**src/hdl/wcs_defines.vh**
```
`ifndef WCS_DEFINES_VH
`define WCS_DEFINES_VH

// ----------------------------------------------------------------
// Register indices (byte address is four times the index)
// ----------------------------------------------------------------
`define WCS_IDX_W            8
`define WCS_IDX_BASE_HI      8'h60
`define WCS_IDX_BASE_LO      8'h61
`define WCS_IDX_SLOW_CLK     8'hf0
`define WCS_IDX_ROUTE_SEL    8'hf1

// ----------------------------------------------------------------
// Reset values
// ----------------------------------------------------------------
`define WCS_RST_BASE_HI      8'h00
`define WCS_RST_BASE_LO      8'h00
`define WCS_RST_SLOW_CLK     8'h00
`define WCS_RST_ROUTE_SEL    8'h00

// ----------------------------------------------------------------
// Field layout
// ----------------------------------------------------------------
`define WCS_CLK_ABSENT_BIT   0
`define WCS_KEY_OFF_BIT      1
`define WCS_ROUTE_MSB        1
`define WCS_ROUTE_LSB        0
`define WCS_BASE_HI_MASK     8'h0f
`define WCS_BASE_LO_MASK     8'hf8
`define WCS_BASE_HI_MSB      3
`define WCS_BASE_LO_LSB      3
`define WCS_SLOW_CLK_MASK    8'h03
`define WCS_ROUTE_MASK       8'h03

// ----------------------------------------------------------------
// Route select codes
// ----------------------------------------------------------------
`define WCS_ROUTE_MODE_REG   2'h0
`define WCS_ROUTE_PIN_DRV1   2'h1
`define WCS_ROUTE_PIN_BOTH   2'h2
`define WCS_ROUTE_RSVD       2'h3

// ----------------------------------------------------------------
// Host I/O decode
// ----------------------------------------------------------------
`define WCS_IO_ADDR_W        16
`define WCS_IO_BLK_LSB       3
`define WCS_IO_BLK_MSB       11
`define WCS_IO_UPPER_LSB     12

`endif

```
**src/hdl/wcs_sync.v**
```verilog
`timescale 1ns/1ps
`default_nettype none

module wcs_sync #(
    parameter W = 1
) (
    // Clock and reset
    input  wire         clk_i,
    input  wire         rst_i,
    // Data
    input  wire [W-1:0] async_i,
    output wire [W-1:0] sync_o
);

    // ------------------------------------------------------------
    // Two-stage synchroniser, first stage read by the second only
    // ------------------------------------------------------------
    genvar g;
    generate
        for (g = 0; g < W; g = g + 1) begin : g_bit
            reg meta_r;
            reg sync_r;

            always @(posedge clk_i) begin
                if (rst_i) begin
                    meta_r <= 1'h0;
                    sync_r <= 1'h0;
                end else begin
                    meta_r <= async_i[g];
                    sync_r <= meta_r;
                end
            end

            assign sync_o[g] = sync_r;
        end
    endgenerate

endmodule

`default_nettype wire

```
**src/hdl/wcs_io_decode.v**
```verilog
`timescale 1ns/1ps
`default_nettype none
`include "wcs_defines.vh"

module wcs_io_decode (
    // Clock and reset
    input  wire                      clk_i,
    input  wire                      rst_i,
    // Host I/O cycle
    input  wire [`WCS_IO_ADDR_W-1:0] io_addr_i,
    input  wire                      io_valid_i,
    // Programmed base
    input  wire [7:0]                base_hi_i,
    input  wire [7:0]                base_lo_i,
    // Claim
    output reg                       io_hit_o
);

    // ------------------------------------------------------------
    // Eight-byte window compare
    // ------------------------------------------------------------
    wire upper_zero;
    wire block_match;

    assign upper_zero  = ~|io_addr_i[`WCS_IO_ADDR_W-1:`WCS_IO_UPPER_LSB];
    assign block_match = io_addr_i[`WCS_IO_BLK_MSB:`WCS_IO_BLK_LSB] ==
                         {base_hi_i[`WCS_BASE_HI_MSB:0], base_lo_i[7:`WCS_BASE_LO_LSB]};

    always @(posedge clk_i) begin
        if (rst_i) begin
            io_hit_o <= 1'h0;
        end else begin
            io_hit_o <= io_valid_i & upper_zero & block_match;
        end
    end

endmodule

`default_nettype wire

```
**src/hdl/wcs_top.v**
```verilog
// Functional notes
// - Bit 0 set means slow clock absent
// - Key-wake off blocks slow clock to logic
// - Key-wake bit zero keeps logic running
// - Select 00 lets mode register route floppy
// - Select 01: pin low, drive 1 on port
// - Select 10: pin low, both drives on port
//
// The Wishbone interface to the registers was decided locally.
`timescale 1ns/1ps
`default_nettype none
`include "wcs_defines.vh"

module wcs_top #(
    parameter ADR_W = 10
) (
    // Clock and reset
    input  wire                      clk_i,
    input  wire                      rst_i,
    input  wire                      soft_rst_i,
    // Wishbone slave
    input  wire                      cyc_i,
    input  wire                      stb_i,
    input  wire                      we_i,
    input  wire [ADR_W-1:0]          adr_i,
    input  wire [3:0]                sel_i,
    input  wire [31:0]               dat_i,
    output reg  [31:0]               dat_o,
    output reg                       ack_o,
    // Slow clock and key wake
    input  wire                      slow_clock_input_pin_i,
    output reg                       key_wake_clk_o,
    output reg                       key_wake_run_o,
    output reg                       slow_clock_absent_o,
    // Floppy routing
    input  wire                      route_pin_n_i,
    input  wire                      pp_mode_drv0_i,
    input  wire                      pp_mode_drv1_i,
    output reg                       pp_pins_to_fdc_o,
    output reg                       drv0_on_pp_o,
    output reg                       drv1_on_pp_o,
    // Host I/O decode
    input  wire [`WCS_IO_ADDR_W-1:0] io_addr_i,
    input  wire                      io_valid_i,
    output wire                      smbus_sel_o,
    output reg  [`WCS_IO_ADDR_W-1:0] smbus_base_o
);

    // ------------------------------------------------------------
    // Decode helper
    // ------------------------------------------------------------
    function idx_hit;
        input [ADR_W-1:0]         adr;
        input [`WCS_IDX_W-1:0]    idx;
        begin
            idx_hit = (adr[ADR_W-1:2] == idx[ADR_W-3:0]);
        end
    endfunction

    // ------------------------------------------------------------
    // Registers
    // ------------------------------------------------------------
    reg  [7:0]  base_hi_r;
    reg  [7:0]  base_lo_r;
    reg  [7:0]  slow_clk_r;
    reg  [7:0]  route_sel_r;
    reg         ack_nxt;
    reg  [31:0] dat_nxt;

    wire        req;
    wire        wr_lane0;
    wire        hit_base_hi;
    wire        hit_base_lo;
    wire        hit_slow_clk;
    wire        hit_route;

    assign req          = cyc_i & stb_i & ~ack_o;
    assign wr_lane0     = req & we_i & sel_i[0];
    assign hit_base_hi  = idx_hit(adr_i, `WCS_IDX_BASE_HI);
    assign hit_base_lo  = idx_hit(adr_i, `WCS_IDX_BASE_LO);
    assign hit_slow_clk = idx_hit(adr_i, `WCS_IDX_SLOW_CLK);
    assign hit_route    = idx_hit(adr_i, `WCS_IDX_ROUTE_SEL);

    // ------------------------------------------------------------
    // Write strobes, byte lane 0 only
    // ------------------------------------------------------------
    wire        wr_base_hi;
    wire        wr_base_lo;
    wire        wr_slow_clk;
    wire        wr_route;

    assign wr_base_hi  = wr_lane0 & hit_base_hi;
    assign wr_base_lo  = wr_lane0 & hit_base_lo;
    assign wr_slow_clk = wr_lane0 & hit_slow_clk;
    assign wr_route    = wr_lane0 & hit_route;

    // ------------------------------------------------------------
    // Base address bytes, cleared by every reset kind
    // ------------------------------------------------------------
    always @(posedge clk_i) begin
        if (rst_i | soft_rst_i) begin
            base_hi_r <= `WCS_RST_BASE_HI;
        end else if (wr_base_hi) begin
            base_hi_r <= dat_i[7:0] & `WCS_BASE_HI_MASK;
        end
    end

    always @(posedge clk_i) begin
        if (rst_i | soft_rst_i) begin
            base_lo_r <= `WCS_RST_BASE_LO;
        end else if (wr_base_lo) begin
            // Low three bits read as zero, the window is eight bytes
            base_lo_r <= dat_i[7:0] & `WCS_BASE_LO_MASK;
        end
    end

    // ------------------------------------------------------------
    // Standby-domain config, cleared only by power-on reset
    // ------------------------------------------------------------
    // Soft reset must not drop wake setup while the host sleeps
    always @(posedge clk_i) begin
        if (rst_i) begin
            slow_clk_r <= `WCS_RST_SLOW_CLK;
        end else if (wr_slow_clk) begin
            slow_clk_r <= dat_i[7:0] & `WCS_SLOW_CLK_MASK;
        end
    end

    always @(posedge clk_i) begin
        if (rst_i) begin
            route_sel_r <= `WCS_RST_ROUTE_SEL;
        end else if (wr_route) begin
            // Reserved bits 7:2 are not stored and read back as zero
            route_sel_r <= dat_i[7:0] & `WCS_ROUTE_MASK;
        end
    end

    // ------------------------------------------------------------
    // Wishbone answer
    // ------------------------------------------------------------
    // Unmapped index still acks with zero so the master never hangs
    wire rd_req;

    assign rd_req = req & ~we_i;

    always @* begin
        ack_nxt = req;
        dat_nxt = 32'h0000_0000;
        if (rd_req) begin
            if (hit_base_hi) begin
                dat_nxt[7:0] = base_hi_r;
            end else if (hit_base_lo) begin
                dat_nxt[7:0] = base_lo_r;
            end else if (hit_slow_clk) begin
                dat_nxt[7:0] = slow_clk_r;
            end else if (hit_route) begin
                dat_nxt[7:0] = route_sel_r;
            end else begin
                dat_nxt = 32'h0000_0000;
            end
        end
    end

    always @(posedge clk_i) begin
        if (rst_i) begin
            ack_o <= 1'h0;
        end else begin
            ack_o <= ack_nxt;
        end
    end

    // Data bus idles at zero so a stale byte never looks like an answer
    always @(posedge clk_i) begin
        if (rst_i) begin
            dat_o <= 32'h0000_0000;
        end else begin
            dat_o <= dat_nxt;
        end
    end

    // ------------------------------------------------------------
    // Pin synchronisers
    // ------------------------------------------------------------
    wire [1:0] pin_sync;
    wire       slow_clk_s;
    wire       route_pin_n_s;

    wcs_sync #(
        .W (2)
    ) u_sync (
        .clk_i   (clk_i),
        .rst_i   (rst_i),
        .async_i ({route_pin_n_i, slow_clock_input_pin_i}),
        .sync_o  (pin_sync)
    );

    assign slow_clk_s    = pin_sync[0];
    assign route_pin_n_s = pin_sync[1];

    // ------------------------------------------------------------
    // Slow clock and key-wake gating
    // ------------------------------------------------------------
    wire clk_absent;
    wire key_off;
    wire key_gate_en;

    assign clk_absent  = slow_clk_r[`WCS_CLK_ABSENT_BIT];
    assign key_off     = slow_clk_r[`WCS_KEY_OFF_BIT];
    assign key_gate_en = ~key_off & ~clk_absent;

    always @(posedge clk_i) begin
        if (rst_i) begin
            slow_clock_absent_o <= 1'h0;
            key_wake_run_o      <= 1'h0;
            key_wake_clk_o      <= 1'h0;
        end else begin
            slow_clock_absent_o <= clk_absent;
            key_wake_run_o      <= ~key_off;
            // Absent clock pin is grounded, so nothing to pass anyway
            key_wake_clk_o      <= slow_clk_s & key_gate_en;
        end
    end

    // ------------------------------------------------------------
    // Mode-register routing, shared by code 00 and reserved code 11
    // ------------------------------------------------------------
    function [2:0] mode_route;
        input drv0;
        input drv1;
        begin
            mode_route = {drv0 | drv1, drv0, drv1};
        end
    endfunction

    // ------------------------------------------------------------
    // Floppy routing onto printer-port pins
    // ------------------------------------------------------------
    // Route pin syncs to zero in reset, harmless as select is 00 then
    reg  fdc_pins_nxt;
    reg  drv0_nxt;
    reg  drv1_nxt;
    wire route_req;

    assign route_req = ~route_pin_n_s;

    always @* begin
        fdc_pins_nxt = 1'h0;
        drv0_nxt     = 1'h0;
        drv1_nxt     = 1'h0;
        case (route_sel_r[`WCS_ROUTE_MSB:`WCS_ROUTE_LSB])
            `WCS_ROUTE_MODE_REG: begin
                {fdc_pins_nxt, drv0_nxt, drv1_nxt} = mode_route(pp_mode_drv0_i, pp_mode_drv1_i);
            end
            `WCS_ROUTE_PIN_DRV1: begin
                fdc_pins_nxt = route_req;
                drv0_nxt     = 1'h0;
                drv1_nxt     = route_req;
            end
            `WCS_ROUTE_PIN_BOTH: begin
                fdc_pins_nxt = route_req;
                drv0_nxt     = route_req;
                drv1_nxt     = route_req;
            end
            `WCS_ROUTE_RSVD: begin
                // Reserved code behaves as mode-register control
                {fdc_pins_nxt, drv0_nxt, drv1_nxt} = mode_route(pp_mode_drv0_i, pp_mode_drv1_i);
            end
            default: begin
                fdc_pins_nxt = 1'h0;
                drv0_nxt     = 1'h0;
                drv1_nxt     = 1'h0;
            end
        endcase
    end

    always @(posedge clk_i) begin
        if (rst_i) begin
            pp_pins_to_fdc_o <= 1'h0;
            drv0_on_pp_o     <= 1'h0;
            drv1_on_pp_o     <= 1'h0;
        end else begin
            pp_pins_to_fdc_o <= fdc_pins_nxt;
            drv0_on_pp_o     <= drv0_nxt;
            drv1_on_pp_o     <= drv1_nxt;
        end
    end

    // ------------------------------------------------------------
    // SMBus I/O window
    // ------------------------------------------------------------
    always @(posedge clk_i) begin
        if (rst_i | soft_rst_i) begin
            smbus_base_o <= {`WCS_IO_ADDR_W{1'b0}};
        end else begin
            smbus_base_o <= {base_hi_r, base_lo_r};
        end
    end

    wcs_io_decode u_io_decode (
        .clk_i      (clk_i),
        .rst_i      (rst_i),
        .io_addr_i  (io_addr_i),
        .io_valid_i (io_valid_i),
        .base_hi_i  (base_hi_r),
        .base_lo_i  (base_lo_r),
        .io_hit_o   (smbus_sel_o)
    );

endmodule

`default_nettype wire

```
**config.mk**
```make
export PLATFORM = sky130hd
export DESIGN_NAME = wcs_top
export DESIGN_NICKNAME = d
export VERILOG_FILES = /design/src/hdl/wcs_sync.v /design/src/hdl/wcs_io_decode.v /design/src/hdl/wcs_top.v
export VERILOG_INCLUDE_DIRS = /design/src /design/src/hdl
export SDC_FILE = /design/constraint.sdc
export NUM_CORES = 1
export LEC_CHECK = 0
export ABC_AREA = 1
export ABC_CLOCK_PERIOD_IN_PS = 3120
export CAP_MARGIN = 20
export CORE_MARGIN = 5
export CORE_UTILIZATION = 50
export DETAILED_ROUTE_END_ITERATION = 8
export DONT_BUFFER_PORTS = 1
export GPL_TIMING_DRIVEN = 0
export PLACE_DENSITY_LB_ADDON = 0.08
export SLEW_MARGIN = 20
export SYNTH_ARGS = -nofsm -noshare
export SYNTH_HDL_FRONTEND = slang
export SYNTH_HIERARCHICAL = 1
export SYNTH_SLANG_ARGS = --single-unit
```
**constraint.sdc**
```tcl
create_clock -name clk_i -period 3.12 [get_ports clk_i]
set_clock_uncertainty 0.2 [all_clocks]
set_input_delay 0.156 -clock clk_i [delete_from_list [all_inputs] [get_ports clk_i]]
set_output_delay 0.156 -clock clk_i [all_outputs]
set_load 0.05 [all_outputs]
```
==> qor.txt <==
====================================================================================================
Iteration-0 DRC count of the detailed router ..........................................           66
Die Width .............................................................................      75.2 um
Number of setup buffers added after CTS ...............................................            0
Hold Violations, Final ................................................................            0
End of the worst register-to-register path ............................................ u_io_decode/io_hit_o
Core box area .........................................................................    4060 um^2
Num Clock Sinks .......................................................................           42
Gate family responsible for the most delay along the worst path ....................... buffers and inverters
TritonCTS clock tree ..................................................................        built
Synthesis warning total ...............................................................            6
First-pass iteration count of the detailed router .....................................            4
Clock-pin slew reported for the worst setup and hold paths after clock tree synthesis .      0.09 ns
Number of buffer and inverter stages on the critical path .............................            4
Crit path kind ........................................................................   reg -> reg
Hold depth ............................................................................            6
CP Launch Type ........................................................................     register
Core occupancy in the finished layout .................................................        66.7%
Synthesized flop and latch total ......................................................           42
Placement Rows ........................................................................           23
Top cells by area, synth .............................................................. dfxtp_1 (40%), buf_4 (12%), nand2_1 (10%)
Cell variety after synth ..............................................................           28
Outcome ............................................................................... finished, final reports clean
Number of buffers created by CTS ......................................................            5
CP arrival ............................................................................      2.78 ns
Total via count in the routed design ..................................................         1767
Critical Path Max Stage Delay .........................................................      0.56 ns
Data required, critical path ..........................................................      3.15 ns
Number of filler cells placed in the layout ...........................................          363
Sink of the worst hold path ........................................................... route_sel_r[1]
Number of cells on the worst reg-to-reg path ..........................................            9
Synthesis-to-finish area growth .......................................................        27.2%
Max Fclk ..............................................................................    0.365 GHz
Number of pins with negative max-slew slack in the final report .......................            0
Clock root buffer master ..............................................................     clkbuf_8
Number of max-cap violations ..........................................................            0
Number of antenna violations at the first check in global routing .....................            0
Routed Antenna Nets ...................................................................            0
DRT Wirelength ........................................................................      4450 um
Sort of element at the end of the critical path .......................................     register
Fin crit period .......................................................................      2.74 ns
Ratio of cells with drive above 1 in the final layout .................................        16.8%
Aggregate global routing overflow .....................................................            0
CTS Hold Buffers Added ................................................................           31
Diodes inserted .......................................................................            0
Mapped Cells ..........................................................................          300
Pin slew with the least headroom to its limit .........................................     0.548 ns
GRT Resource Usage Total ..............................................................        17.0%
Final worst-path cycle share ..........................................................        87.9%
Number of remaining DRC errors ........................................................            0
Top cell type's share of synthesized area .............................................        39.5%
Worst-case register-to-register setup slack ...........................................      0.38 ns
Number of setup violations in the final report ........................................            0
Global-route wire length before repair ................................................      7470 um
Total Die Area ........................................................................    5660 um^2
Worst hold slack after final layout ...................................................    0.0131 ns
Count of buffers inserted at the top-level ports ......................................            0
Fraction of the yosys area taken by sequential cells ..................................        39.5%
Post-CTS resize count .................................................................            0
Cell area after synthesis .............................................................    2130 um^2
Normalized max-slew margin ............................................................        63.4%
Unrepaired setup endpoints after global routing .......................................           no
Initial core utilization ..............................................................        52.4%
Via/cell ratio ........................................................................         4.22
Vias in the first global route ........................................................         1752
Synth area leader .....................................................................      dfxtp_1
Leakage power .........................................................................      1.31 nW
Post-DP HPWL ..........................................................................      3330 um
Average cell area after synthesis .....................................................    7.09 um^2
Worst min path class ..................................................................    in -> reg
Source of the worst register-to-register timing path .................................. base_hi_r[0]
Final Net Count .......................................................................          443
Worst hold path startpoint ............................................................        stb_i
Die height ............................................................................      75.2 um
Number of primary I/O pins ............................................................          129
Largest net degree at the start of global routing .....................................           16
Critical path, cell by cell ........................................................... inv_1, nand2_1, nand2_1, dlygate4sd3_1, nor2_1, dlygate4sd3_1, nand2_1, dlygate4sd3_1, nor3_2
Slowest stage cell on the critical path ............................................... dlygate4sd3_1
Largest fanout on the critical path ...................................................            4
Final Total Pwr .......................................................................      1.12 mW
Max VDD drop ..........................................................................   0.000159 V
Clock latency on the worst-skew pair ..................................................      0.30 ns
Maximum level of the CTS H-tree .......................................................            2
Total negative slack ..................................................................         0 ns
Power density cells ...................................................................  413 nW/um^2
Final weighted congestion in routability-driven placement .............................        0.728
Avg WL per Cell .......................................................................      10.6 um
Maximum buffer depth of the clock tree ................................................            2
====================================================================================================
[per-layer routing]
layer  GRT usage [%]  part of all wire (%)
met1            21.1                    45
met2            28.5                    45
met3            5.07                   8.8
met4            5.24                   1.0
met5               0                     0
[power by group]
part	internal, mW	switching [mW]
sequential	0.542	0.0158
combinational	0.0692	0.129
clock	0.160	0.201
[tightest hold or removal path, stage by stage]
cell and delay, ns:
nand2_1 0.04, nor2_1 0.03, nand3_1 0.07, nor2_1 0.06
nor2_1 0.08, nor2_1 0.05
[registers in the layout (all words and copies together) (netlist names), 2 cells and up]
name,cells
base_lo_r,5
route_sel_r,2
u_sync/g_bit.sync_r,2
smbus_base_o,9
base_hi_r,4
slow_clk_r,2
dat_o,8
u_sync/g_bit.meta_r,2
[how the worst max path moves through the flow]
stage	start	endpoint	slack (ns)	cells past startpoint
final	base_hi_r[0]	u_io_decode/io_hit_o	0.38	9
after global routing	base_hi_r[0]	u_io_decode/io_hit_o	0.23	9
after CTS	base_lo_r[5]	u_io_decode/io_hit_o	0.39	9
after detailed placement	ack_o	base_lo_r[5]	1.52	6
after global placement	ack_o	route_sel_r[1]	1.54	7
after floorplan	ack_o	base_lo_r[3]	1.60	6
[through the flow]
stage	area, um^2	instances	worst slack, ns
after floorplan	2240	330	1.60
after global placement	2300	380	1.54
after detailed placement	2300	380	1.52
after CTS	2710	419	0.386
after global routing	2710	419	0.231
final	2710	419	0.378
[final cells by class]
cell class,count,area (um^2),share of cell area [%]
buffer,36,288,10.6
clock buffer,5,68.8,2.54
clock inverter,3,23.8,0.879
inverter,57,214,7.91
multi-input combinational,195,897,33.2
sequential,42,841,31.1
tap,50,62.6,2.31
timing repair buffer,31,310,11.5
[synthesized netlist by cell type, drive strengths merged]
cell type  number
nor2           64
nand2          59
inv            56
dfxtp          42
buf            36
nand3          22
a21oi           6
o21ai           4
ha              2
nor3            2
a211oi          1
a31oi           1
and2            1
and3            1
clkinv          1
conb            1
or2             1
[placed cells by master, fill, tap and decap left out, types with 2 or more instances in the layout]
master and count:
a21oi_1 6, buf_4 33, clkbuf_8 5, clkinvlp_4 2, conb_1 31, dfxtp_1 42
dlygate4sd3_1 31, ha_1 2, inv_1 54, inv_2 2, nand2_1 57, nand2_2 2
nand3_1 21, nor2_1 55, nor2_2 6, nor2_8 2, o21ai_0 3
[cells by family (layout without fill, tap and decap cells)]
| logic type | count (synthesis) | in the layout | share of synthesized area [%] |
|---|---|---|---|
| other | 1 | 31 | 0.176 |
| adders and majority gates | 2 | 2 | 1.18 |
| AOI/OAI and AO/OA | 12 | 12 | 3.00 |
| DFF | 42 | 42 | 39.5 |
| buffers and inverters | 93 | 132 | 23.6 |
| and+or+nand+nor | 150 | 150 | 32.5 |
No activity file was read; power rests on OpenSTA's default activity.
